$ cat src/hw/tmc_map.svh
// register map, field positions and counts of the timer/counter
`ifndef TMC_MAP_SVH
`define TMC_MAP_SVH

// ----------------------------------------------------------------
// register byte offsets
// ----------------------------------------------------------------
`define TMC_OFF_CNT_LO 12'h000
`define TMC_OFF_CNT_HI 12'h004
`define TMC_OFF_FLAG 12'h008
`define TMC_OFF_IEN 12'h00C
`define TMC_OFF_CTRL 12'h010

// ----------------------------------------------------------------
// control fields and reset values
// ----------------------------------------------------------------
`define TMC_B_ON 0
`define TMC_B_CS 1
`define TMC_B_NSYNC 2
`define TMC_B_OSCEN 3
`define TMC_B_PS_LO 4
`define TMC_B_PS_HI 5
`define TMC_B_OVF 0
`define TMC_CTRL_RST 8'h00
`define TMC_CTRL_MASK 8'h3F
`define TMC_CNT_ZERO 16'h0000
`define TMC_CNT_WRAP 16'hFFFF

// ----------------------------------------------------------------
// timing counts
// ----------------------------------------------------------------
`define TMC_INSTR_DIV 4
`define TMC_PRE_W 3

`endif

$ cat src/hw/tmc_pkg.sv
// types shared by the timer/counter files
package tmc_pkg;

  // arming of the counter after enable
  typedef enum {
    TMC_OFF,
    TMC_WAIT_FALL,
    TMC_RUN
  } tmc_arm_t;

  typedef logic [1:0] tmc_ps_t;

endpackage

$ cat src/hw/tmc_prescale.sv
// prescaler in front of the 16-bit counter
`timescale 1ns/1ps
`include "tmc_map.svh"

module tmc_prescale (
  // clock and reset
  input wire logic pclk,
  input wire logic presetn,
  // control
  input wire logic clear,
  input wire tmc_pkg::tmc_ps_t ratio_sel,
  // ticks
  input wire logic tick_in,
  output logic tick_out
);

  logic [`TMC_PRE_W-1:0] cnt_r;
  logic [`TMC_PRE_W-1:0] cnt_nxt;

  // ratio code to mask of low count bits: 1, 2, 4, 8
  function automatic logic [`TMC_PRE_W-1:0] ratio_mask(
    input tmc_pkg::tmc_ps_t sel);
    unique case (sel)
      2'h0: ratio_mask = 3'h0;
      2'h1: ratio_mask = 3'h1;
      2'h2: ratio_mask = 3'h3;
      2'h3: ratio_mask = 3'h7;
    endcase
  endfunction

  // output once every 2**sel input ticks
  assign tick_out = tick_in &&
    ((cnt_r & ratio_mask(ratio_sel)) == ratio_mask(ratio_sel));

  // count input ticks; a counter write restarts the ratio
  always_comb begin
    cnt_nxt = cnt_r;
    if (clear) begin
      cnt_nxt = '0;
    end else if (tick_in) begin
      cnt_nxt = cnt_r + 3'h1;
    end
  end

  always_ff @(posedge pclk or negedge presetn) begin
    if (!presetn) begin
      cnt_r <= '0;
    end else begin
      cnt_r <= cnt_nxt;
    end
  end
endmodule

$ cat src/hw/tmc_timer.sv
// 16-bit timer/counter with prescaler and APB registers
//
// Functional notes
// - counter runs 0000h up to FFFFh then wraps back to zero
// - every wrap sets overflow flag; interrupt only when enabled
// - control bit 1 picks instruction clock or external rising edges
// - instruction clock source counts once per cycle; sync bit ignored
// - count only while control bit 0 set; hold otherwise
// - oscillator enable picks crystal input pin, else clock pin
// - oscillator enable forces both oscillator pins to inputs
// - control bit 3 turns crystal inverter on or off
// - bit 2 clear syncs prescaler output; set counts unsynchronised
// - prescaler sits before the sync stage, fed by external or instruction clock
// - after enable in counter mode wait one falling edge first
// - synced counter mode in sleep holds count; prescaler keeps going
// - unsynced counter keeps counting in sleep; overflow wakes core when its interrupt is enabled
// - unsynced mode withdraws counter as capture/compare time base
// - byte reads always return a valid counter value
// - compare unit may clear the counter through an internal input
// - counter write wins over a simultaneous compare clear
// - any counter byte write clears the prescaler count
// - power-on reset clears control; counter bytes also reset to zero
`timescale 1ns/1ps
`include "tmc_map.svh"

module tmc_timer #(
  parameter int INSTR_DIV = `TMC_INSTR_DIV
) (
  // apb slave
  input wire logic pclk,
  input wire logic presetn,
  input wire logic psel,
  input wire logic penable,
  input wire logic pwrite,
  input wire logic [11:0] paddr,
  input wire logic [31:0] pwdata,
  output logic [31:0] prdata,
  output logic pready,
  output logic pslverr,
  // core side
  input wire logic sleep_mode,
  input wire logic ccp_clear,
  output logic [15:0] sixteen_bit_count,
  output logic time_base_ok,
  // oscillator pins, bit 1 crystal input, bit 0 clock pin
  input wire logic crystal_in_pin,
  input wire logic ext_clock_pin,
  input wire logic [1:0] port_c_out,
  input wire logic [1:0] port_c_direction,
  output logic [1:0] pin_out,
  output logic [1:0] pin_oe,
  output logic crystal_osc_enable,
  // events
  output logic overflow_flag,
  output logic overflow_irq,
  output logic wake_req
);

  localparam int DIV_W = $clog2(INSTR_DIV);

  // ----------------------------------------------------------------
  // register state
  // ----------------------------------------------------------------
  logic [7:0] ctrl_r;
  logic [7:0] ctrl_nxt;
  logic [15:0] cnt_r;
  logic [15:0] cnt_nxt;
  logic flag_r;
  logic flag_nxt;
  logic ien_r;
  logic ien_nxt;
  logic [31:0] rdata_r;
  logic [31:0] rdata_nxt;

  // ----------------------------------------------------------------
  // apb decode
  // ----------------------------------------------------------------
  logic setup;
  logic wr;
  logic hit;
  logic wr_lo;
  logic wr_hi;
  logic wr_cnt;

  // address match used by both the write decode and the error answer
  function automatic logic mapped(input logic [11:0] a);
    mapped = (a == `TMC_OFF_CNT_LO) || (a == `TMC_OFF_CNT_HI) ||
      (a == `TMC_OFF_FLAG) || (a == `TMC_OFF_IEN) ||
      (a == `TMC_OFF_CTRL);
  endfunction

  assign setup = psel && !penable;
  assign hit = mapped(paddr);
  assign wr = psel && penable && pwrite && hit;
  assign wr_lo = wr && (paddr == `TMC_OFF_CNT_LO);
  assign wr_hi = wr && (paddr == `TMC_OFF_CNT_HI);
  assign wr_cnt = wr_lo || wr_hi;
  // zero wait states; unmapped access answers with an error
  assign pready = 1'b1;
  assign pslverr = psel && penable && !hit;

  // ----------------------------------------------------------------
  // control fields
  // ----------------------------------------------------------------
  logic on_b;
  logic cs_b;
  logic nsync_b;
  logic osc_b;
  tmc_pkg::tmc_ps_t ps_b;

  assign on_b = ctrl_r[`TMC_B_ON];
  assign cs_b = ctrl_r[`TMC_B_CS];
  assign nsync_b = ctrl_r[`TMC_B_NSYNC] && cs_b;
  assign osc_b = ctrl_r[`TMC_B_OSCEN];
  assign ps_b = ctrl_r[`TMC_B_PS_HI:`TMC_B_PS_LO];

  // ----------------------------------------------------------------
  // pins and oscillator
  // ----------------------------------------------------------------
  // oscillator takes both pins as inputs, whatever direction says
  assign pin_oe = osc_b ? 2'h0 : ~port_c_direction;
  assign pin_out = port_c_out;
  assign crystal_osc_enable = osc_b;

  // two-flop synchroniser per pin, third flop for edges
  logic [1:0] pin_s1_r;
  logic [1:0] pin_s2_r;
  logic ext_d_r;
  logic ext_lvl;
  logic ext_rise;
  logic ext_fall;

  always_ff @(posedge pclk or negedge presetn) begin
    if (!presetn) begin
      pin_s1_r <= 2'h0;
      pin_s2_r <= 2'h0;
      ext_d_r <= 1'b0;
    end else begin
      pin_s1_r <= {crystal_in_pin, ext_clock_pin};
      pin_s2_r <= pin_s1_r;
      ext_d_r <= ext_lvl;
    end
  end

  // counter mode source pin follows the oscillator enable
  assign ext_lvl = osc_b ? pin_s2_r[1] : pin_s2_r[0];
  assign ext_rise = ext_lvl && !ext_d_r;
  assign ext_fall = !ext_lvl && ext_d_r;

  // ----------------------------------------------------------------
  // instruction cycle divider, stopped with the core in sleep
  // ----------------------------------------------------------------
  logic [DIV_W-1:0] div_r;
  logic [DIV_W-1:0] div_nxt;
  logic instr_tick;

  assign instr_tick = !sleep_mode &&
    (div_r == DIV_W'(INSTR_DIV - 1));

  always_comb begin
    div_nxt = div_r;
    if (!sleep_mode) begin
      div_nxt = instr_tick ? '0 : div_r + DIV_W'(1);
    end
  end

  always_ff @(posedge pclk or negedge presetn) begin
    if (!presetn) begin
      div_r <= '0;
    end else begin
      div_r <= div_nxt;
    end
  end

  // ----------------------------------------------------------------
  // arming: counter mode needs a falling edge before counting
  // ----------------------------------------------------------------
  tmc_pkg::tmc_arm_t arm_r;
  tmc_pkg::tmc_arm_t arm_nxt;

  always_comb begin
    arm_nxt = arm_r;
    unique case (arm_r)
      tmc_pkg::TMC_OFF: begin
        if (on_b && cs_b) begin
          arm_nxt = tmc_pkg::TMC_WAIT_FALL;
        end
      end
      tmc_pkg::TMC_WAIT_FALL: begin
        if (!(on_b && cs_b)) begin
          arm_nxt = tmc_pkg::TMC_OFF;
        end else if (ext_fall) begin
          arm_nxt = tmc_pkg::TMC_RUN;
        end
      end
      tmc_pkg::TMC_RUN: begin
        if (!(on_b && cs_b)) begin
          arm_nxt = tmc_pkg::TMC_OFF;
        end
      end
    endcase
  end

  always_ff @(posedge pclk or negedge presetn) begin
    if (!presetn) begin
      arm_r <= tmc_pkg::TMC_OFF;
    end else begin
      arm_r <= arm_nxt;
    end
  end

  // ----------------------------------------------------------------
  // prescaler and sync stage
  // ----------------------------------------------------------------
  logic pre_in;
  logic pre_out;
  logic sync_r;
  logic inc;

  // prescaler sees raw edges, ahead of any sync or sleep gating
  assign pre_in = cs_b ? (ext_rise && arm_r == tmc_pkg::TMC_RUN) :
    (on_b && instr_tick);

  tmc_prescale u_pre (
    .pclk(pclk),
    .presetn(presetn),
    .clear(wr_cnt),
    .ratio_sel(ps_b),
    .tick_in(pre_in),
    .tick_out(pre_out)
  );

  // synced path costs one cycle and dies in sleep
  always_ff @(posedge pclk or negedge presetn) begin
    if (!presetn) begin
      sync_r <= 1'b0;
    end else begin
      sync_r <= pre_out && !sleep_mode;
    end
  end

  // unsynced path counts straight from the prescaler, even in sleep
  assign inc = on_b && (!cs_b ? pre_out :
    (nsync_b ? pre_out : sync_r));

  // ----------------------------------------------------------------
  // counter, flag and registers
  // ----------------------------------------------------------------
  logic wrap;
  logic ccp_ok;

  assign wrap = inc && (cnt_r == `TMC_CNT_WRAP);
  // the clear is unreliable unsynchronised, so it is ignored there
  assign ccp_ok = ccp_clear && !nsync_b;

  always_comb begin
    cnt_nxt = cnt_r;
    ctrl_nxt = ctrl_r;
    ien_nxt = ien_r;
    flag_nxt = flag_r;
    if (wr_lo) begin
      cnt_nxt = {cnt_r[15:8], pwdata[7:0]};
    end else if (wr_hi) begin
      cnt_nxt = {pwdata[7:0], cnt_r[7:0]};
    end else if (ccp_ok) begin
      cnt_nxt = `TMC_CNT_ZERO;
    end else if (inc) begin
      cnt_nxt = cnt_r + 16'h0001;
    end
    if (wr && paddr == `TMC_OFF_CTRL) begin
      ctrl_nxt = pwdata[7:0] & `TMC_CTRL_MASK;
    end
    if (wr && paddr == `TMC_OFF_IEN) begin
      ien_nxt = pwdata[`TMC_B_OVF];
    end
    if (wr && paddr == `TMC_OFF_FLAG) begin
      flag_nxt = pwdata[`TMC_B_OVF];
    end
    // a wrap in the clearing cycle still leaves the flag set
    if (wrap) begin
      flag_nxt = 1'b1;
    end
  end

  // power-on reset only: control to 00h; count starts at zero
  always_ff @(posedge pclk or negedge presetn) begin
    if (!presetn) begin
      ctrl_r <= `TMC_CTRL_RST;
      cnt_r <= `TMC_CNT_ZERO;
      flag_r <= 1'b0;
      ien_r <= 1'b0;
    end else begin
      ctrl_r <= ctrl_nxt;
      cnt_r <= cnt_nxt;
      flag_r <= flag_nxt;
      ien_r <= ien_nxt;
    end
  end

  // read data captured in setup; single clock so always coherent
  always_comb begin
    rdata_nxt = rdata_r;
    if (setup) begin
      rdata_nxt = 32'h0000_0000;
      unique case (paddr)
        `TMC_OFF_CNT_LO: rdata_nxt[7:0] = cnt_r[7:0];
        `TMC_OFF_CNT_HI: rdata_nxt[7:0] = cnt_r[15:8];
        `TMC_OFF_FLAG: rdata_nxt[0] = flag_r;
        `TMC_OFF_IEN: rdata_nxt[0] = ien_r;
        `TMC_OFF_CTRL: rdata_nxt[7:0] = ctrl_r;
        default: rdata_nxt = 32'h0000_0000;
      endcase
    end
  end

  always_ff @(posedge pclk or negedge presetn) begin
    if (!presetn) begin
      rdata_r <= 32'h0000_0000;
    end else begin
      rdata_r <= rdata_nxt;
    end
  end

  // ----------------------------------------------------------------
  // outputs
  // ----------------------------------------------------------------
  assign prdata = rdata_r;
  assign sixteen_bit_count = cnt_r;
  assign time_base_ok = !nsync_b;
  assign overflow_flag = flag_r;
  assign overflow_irq = flag_r && ien_r;
  assign wake_req = overflow_irq && sleep_mode;
endmodule

$ cat config.mk
export PLATFORM = sky130hd
export DESIGN_NAME = tmc_timer
export DESIGN_NICKNAME = d
export VERILOG_FILES = /design/src/hw/tmc_pkg.sv /design/src/hw/tmc_prescale.sv /design/src/hw/tmc_timer.sv
export VERILOG_INCLUDE_DIRS = /design/src /design/src/hw
export SDC_FILE = /design/constraint.sdc
export NUM_CORES = 1
export LEC_CHECK = 0
export BUFFER_PORTS_ARGS = -buffer_cell sky130_fd_sc_hd__buf_2
export CAP_MARGIN = 20
export CORE_MARGIN = 2
export CORE_UTILIZATION = 45
export CTS_CLUSTER_DIAMETER = 60
export DETAILED_ROUTE_END_ITERATION = 10
export PLACE_DENSITY = 0.74
export SLEW_MARGIN = 20
export SYNTH_ARGS = -nofsm -noshare
export SYNTH_HDL_FRONTEND = slang
export SYNTH_SLANG_ARGS = --single-unit
$ cat constraint.sdc
create_clock -name pclk -period 2.5 [get_ports pclk]
set_input_delay 0.125 -clock pclk [delete_from_list [all_inputs] [get_ports pclk]]
set_output_delay 0.125 -clock pclk [all_outputs]
set_load 0.02 [all_outputs]
==> results.toml, run 1 <==
[grt]
grt_pass1_vias = 2408
grt_max_degree = 46
grt.overflow.total = 0
grt_first_pass_wirelength_mm = 11.62
grt_antenna_before_repair = 0
track_usage_pct = 22.48

[clocking]
post_cts_buffers = 0
clkTransAtPathRegs_ns = 0.09
clockBufferDepth = 2
root_buffer = "clkbuf_8"
clk_latency_ns = 0.30
htreeDepth = 2
clock_sinks = 45
cts-buffers-inserted = 5
cts_tree = "built"

[floorplan]
fp-row-count = 28
core_um2 = 5956
ios = 116
die_w_um = 82.67
initial_core_util_pct = 46.76
die-area_um2 = 6834
die_y_um = 82.67

[worst_setup_path]
arrival_ns = 2.46
max_stage_delay_ns = 0.58
cp-start-kind = "flip-flop"
crit_chain = "or4bb_1 -> o31ai_4 -> a31oi_1 -> buf_4 -> nor3b_1 -> a2bb2oi_1 -> o21ai_0"
reg2reg_slack_ns = 0.23
cp_slowest_cell = "or4bb_1"
worstPathRequired_ns = 2.69
worstSetupPathType = "reg2reg"
worst_r2r_path_depth = 7
end_kind = "flip-flop"
crit_fanout = 8
r2r-end = "sixteen_bit_count[13]$_DFFE_PN0P_"
r2r_start = "ctrl_r[1]$_DFFE_PN0P_"

[power_and_ir_drop]
p_sw_uw = 420.8
ir_worst_vdd_mv = 0.2910
power_leakage_uw = 0.001636
p_total_uw = 1589
p_sw_share_pct = 26.48
p_per_area_nw_per_um2 = 480.6
p_int_uw = 1168
p_seq_share_pct = 48.7
power_frac_comb_pct = 14.8
clockPowerShare_pct = 36.4

[yosys]
syn_area_um2 = 2785
netlist_instances = 291
synth_async_sr_flop_share_pct = 100.0
synth_common_cells = "dfrtp_1 (45), buf_4 (27), nand2_1 (26), nor2_1 (19), o21ai_0 (19)"
ys_ff_latch = 45
yosysUniqueCellTypes = 54
yosysMostFrequentCell = "dfrtp_1"
synth.top_cell.area_share_pct = 40.43
synth_enable_flop_cells = 0
yosysSeqAreaShare_pct = 40.43
synth_top_area_cell = "dfrtp_1"
yosys-top-cells-area = "dfrtp_1 (40%), buf_4 (7.3%), nand2_1 (3.5%)"
synth_ff_type = "dfrtp_1"
ys_warn_count = 0
avgSynthCellArea_um2 = 9.571

[drt]
avgRoutedWirePerCell_um = 16.24
vias = 2488
drt_wl_total_mm = 7.145
dr.pass1.iters = 4
first_iter_violations = 193
antenna_left = 0
remaining_drc_errors = 0
vias_per_cell = 5.655

[timing]
slew_violations = 0
setup_ws_ns = 0.2266
setup_viol = 0
final-hold-violation-count = 0
period_minus_slack_ns = 2.273
max_freq_mhz = 439.9
worstMarginPinSlew_ns = 0.5805
slew-limit-headroom_pct = 61.30
finClkSkew_ns = 0.006702
fin_crit_sh_pct = 90.94
rsz0062_at_grt = "false"

[worst_hold_path]
whs_endpoint = "sync_r$_DFF_PN0_"
holdPathStages = 2
hold_start = "sleep_mode"
hold_class = "in2reg"

[final_layout]
fillers = 544
syn_to_final_growth_pct = 18.73
seqCellArea_um2 = 1126
drive_gt1_share_pct = 29.32
postLayoutCoreUtil_pct = 55.53
multi_input_area_um2 = 1480
fin_nets = 427
n_antenna_cell = 0

[placement]
numPortBuffers = 62
finalWeightedCongestion = 0.9449
hpwl_mm = 5.346
dp_slack_ns = -0.01953

[run]
drv_cap = 0

[run_status]
status = "finished clean"
==> placed cells by master (no fill, tap or decap), types with 3 or more instances in the layout <==
master / n
clkbuf_8: 6
buf_4: 14
dlygate4sd3_1: 3
mux2_4: 6
nand2_1: 26
a211oi_1: 3
ha_1: 6
a21oi_1: 13
a22o_1: 3
nor3_1: 7
dfrtp_1: 45
and2_1: 5
nor2_1: 19
a22oi_1: 7
nor3b_1: 5
a221o_1: 5
buf_2: 61
a31oi_1: 5
inv_1: 6
and3_1: 8
o21ai_0: 19
nand2b_1: 3
a31o_2: 3
nand4_1: 4
mux2i_1: 6
mux2_2: 6
nand3_1: 11
conb_1: 25
==> state kept, by name, indices dropped and copies added, names as in the netlist, 2 cells and up <==
register           count
arm_r                  2
ctrl_r                 6
div_r                  2
pin_s1_r               2
pin_s2_r               2
prdata                 8
sixteen_bit_count     16
u_pre.cnt_r            3
==> layout make-up <==
type / instances / area share, %
Multi-Input combinational cell: 226 / 44.76
Sequential cell: 45 / 34.05
Timing Repair Buffer: 79 / 13.92
Tap cell: 75 / 2.838
Clock buffer: 6 / 2.497
Clock inverter: 2 / 1.135
Inverter: 7 / 0.7946
==> critical path, delay by kind of cell, from the launching register on <==
kind / cells / cell delay (ns)
buffers and inverters: 1 / 0.21
flip-flops: 1 / 0.47
AO/OA/AOI/OAI: 4 / 0.62
AND/OR/NAND/NOR: 2 / 0.87
==> worst max path at each step <==
stage	from	to	slack [ns]	cells past startpoint
6_report	ctrl_r[1]$_DFFE_PN0P_	sixteen_bit_count[13]$_DFFE_PN0P_	0.23	7
5_1_grt	div_r[0]$_DFFE_PN0N_	sixteen_bit_count[4]$_DFFE_PN0P_	0.09	7
4_1_cts	arm_r[0]$_DFFE_PN0P_	sixteen_bit_count[2]$_DFFE_PN0P_	0.21	8
3_5_place_dp	arm_r[0]$_DFFE_PN0P_	sixteen_bit_count[13]$_DFFE_PN0P_	-0.02	9
3_3_place_gp	arm_r[0]$_DFFE_PN0P_	sixteen_bit_count[2]$_DFFE_PN0P_	0.08	8
2_1_floorplan	paddr[10]	ctrl_r[0]$_DFFE_PN0P_	0.15	7
==> layer usage <==
layer	routed length [um]	GRT usage, %	vias to the layer above
met1	3048	29.36	1220
li1	-	-	1149
met4	71	6.230	0
met2	3503	37.26	113
met3	522	5.435	6
met5	0	0	-
==> power by group through the flow <==
| stage | combinational [uW] | sequential (uW) | clock (uW) |
|---|---|---|---|
| 2_1_floorplan | 181 | 783 | 0 |
| 3_3_place_gp | 215 | 785 | 0 |
| 3_5_place_dp | 230 | 787 | 0 |
| 4_1_cts | 232 | 774 | 590 |
| 5_1_grt | 266 | 779 | 632 |
| 6_report | 236 | 774 | 579 |
==> through the flow <==
step                area, um^2  std cells  hold WS [ns]  setup TNS [ns]
floorplan                 2872        314       -0.1706               0
detailed placement        3141        429        0.2347        -0.01953
global placement          3141        429        0.2373               0
finish                    3307        440       0.06880               0
global route              3307        440       0.06338               0
CTS                       3286        439       0.02605               0
==> kinds of logic (layout without fill, tap and decap cells) <==
logic type      after synthesis  in the layout  share of synthesized area (%)
buf+inv                      43             94                          10.02
other cells                   2             25                         0.2696
fa+ha+maj                     6              6                          2.695
xor+xnor                      3              3                         0.9436
compound gates               73             73                          17.88
mux                          19             19                          8.625
simple gates                100            100                          19.14
flops                        45             45                          40.43
==> repair_timing <==
item                                    in CTS  in global routing
hold buffers                                 2                  1
endpoints found under the hold margin        2                 45
pin swaps                                    0                  0
endpoints found under the setup margin       3                  2
cloned                                       0                  0
gates resized for setup                      1                  1
Power figures use the tool's default switching activity.
==> inputs of run 2 (changes only) <==
- CORE_UTILIZATION: 45 -> 48
- PLACE_DENSITY: 0.74 -> 0.78
==> results.toml, run 2 (synthesized netlist as in run 1, its figures left out) <==
[run_status]
status = "finished clean"

[drt]
vias = 2468
remaining_drc_errors = 0
dr.pass1.iters = 4
antenna_left = 0
drt_wl_total_mm = 6.996
vias_per_cell = 5.635
avgRoutedWirePerCell_um = 15.97
first_iter_violations = 112

[worst_setup_path]
crit_chain = "or4bb_1 -> o31ai_1 -> a31oi_1 -> buf_4 -> nor3b_1 -> a2bb2oi_1 -> o21ai_0"
crit_fanout = 8
critPathTopFamily = "simple AND/OR/NAND/NOR gates"
max_stage_delay_ns = 0.52
worstPathRequired_ns = 2.69
cp_slowest_cell = "or4bb_1"
worstSetupPathType = "reg2reg"
arrival_ns = 2.40
end_kind = "flip-flop"
path_buf_inv = 1
cp-start-kind = "flip-flop"

[floorplan]
fp-row-count = 27
die_y_um = 80.18
initial_core_util_pct = 50.27
die-area_um2 = 6428
die_w_um = 80.18
ios = 116
core_um2 = 5540

[clocking]
clk_latency_ns = 0.31
root_buffer = "clkbuf_8"
clock_sinks = 45
cts_tree = "built"
clkTransAtPathRegs_ns = 0.09
post_cts_buffers = 0
cts-resized-gates = 0
clockBufferDepth = 2
htreeDepth = 2
cts-buffers-inserted = 5

[power_and_ir_drop]
power_leakage_uw = 0.001642
p_per_area_nw_per_um2 = 478.6
ir_worst_vdd_mv = 0.2323

[timing]
slew-limit-headroom_pct = 65.87
fin_hold_ws_ns = 0.05755
worstMarginPinSlew_ns = 0.5120
max_freq_mhz = 452.2
slew_violations = 0
rsz0062_at_grt = "false"
final-hold-violation-count = 0
finClkSkew_ns = 0.008739
fin_crit_sh_pct = 88.45
period_minus_slack_ns = 2.211
setup_viol = 0
fin_tns_setup_ns = 0

[grt]
grt_first_pass_wirelength_mm = 11.27
grt_max_degree = 46
grt_antenna_before_repair = 0
grt_pass1_vias = 2312
grt.overflow.total = 0
track_usage_pct = 22.88

[final_layout]
largest_reg_flops = 16
final_cell_mix = "buf_2 (62), dfrtp_1 (45), nand2_1 (26)"
fin_nets = 428
final_common_cell = "buf_2"
syn_to_final_growth_pct = 18.73
drive_gt1_share_pct = 29.23
n_antenna_cell = 0

[worst_hold_path]
hold_class = "in2reg"

[run]
drv_cap = 0

[placement]
finalWeightedCongestion = 0.8954
numPortBuffers = 62
hpwl_mm = 5.230
## run 2: cell types whose count changed in the layout (fill, tap and decap cells not counted), sizes merged
cell,before,now
buf,76,77
## run 2: timing repair
action                                 CTS  global route
setup endpoints to repair                0             0
hold buffers                             2             1
endpoints found under the hold margin    2            13
## run 2: metal layers
metal | routed length [um] | track usage (%) | share of wire (%)
met3 | 493 | 5.056 | 7.0
met5 | 0 | 0 | 0
met4 | 132 | 8.644 | 1.9
met2 | 3542 | 38.17 | 51
met1 | 2827 | 28.95 | 40
## run 2: path summary, 6_finish.rpt
check / depth (start not counted) / endpoint / slack [ns] / startpoint
worst max-delay path: 7 / sixteen_bit_count[13]$_DFFE_PN0P_ / 0.29 / ctrl_r[1]$_DFFE_PN0P_
worst min-delay path: 3 / sixteen_bit_count[7]$_DFFE_PN0P_ / 0.06 / pwdata[7]
worst max register to register: 7 / sixteen_bit_count[13]$_DFFE_PN0P_ / 0.29 / ctrl_r[1]$_DFFE_PN0P_
worst min register to register: 0 / pin_s2_r[1]$_DFF_PN0_ / 0.36 / pin_s1_r[1]$_DFF_PN0_
max in group asynchronous: 3 / u_pre.cnt_r[1]$_DFFE_PN0P_ / 1.78 / presetn
min in group asynchronous: 2 / pin_s1_r[0]$_DFF_PN0_ / 0.25 / presetn
## run 2: worst reg2reg max path: stages (launching register included)
cell and delay, ns:
dfrtp_1 0.46, or4bb_1 0.52, o31ai_1 0.13, a31oi_1 0.22
buf_4 0.21, nor3b_1 0.28, a2bb2oi_1 0.17, o21ai_0 0.10
## run 2: per-stage QoR
stage               util, %  cell area [um^2]  setup slack (ns)  power, uW  cells
global placement      56.62              3137            0.1906      996.3    426
detailed placement    56.62              3137            0.1710       1011    426
CTS                   59.15              3277            0.3217       1593    436
global route          59.69              3307           0.06437       1666    438
finish                59.69              3307            0.2888       1583    438
floorplan                 -              2872            0.1456      964.5    314
## run 2: layout make-up
type	count	area, um^2
Timing Repair Buffer	80	478.0
Clock buffer	6	82.58
Inverter	7	26.28
Fill cell	493	2233
Multi-Input combinational cell	226	1466
Tap cell	72	90.09
Clock inverter	2	37.54
Sequential cell	45	1126
## run 2: where the power goes
part           switching, uW  internal, uW
sequential              16.3           756
combinational            145          86.5
clock                    254           325
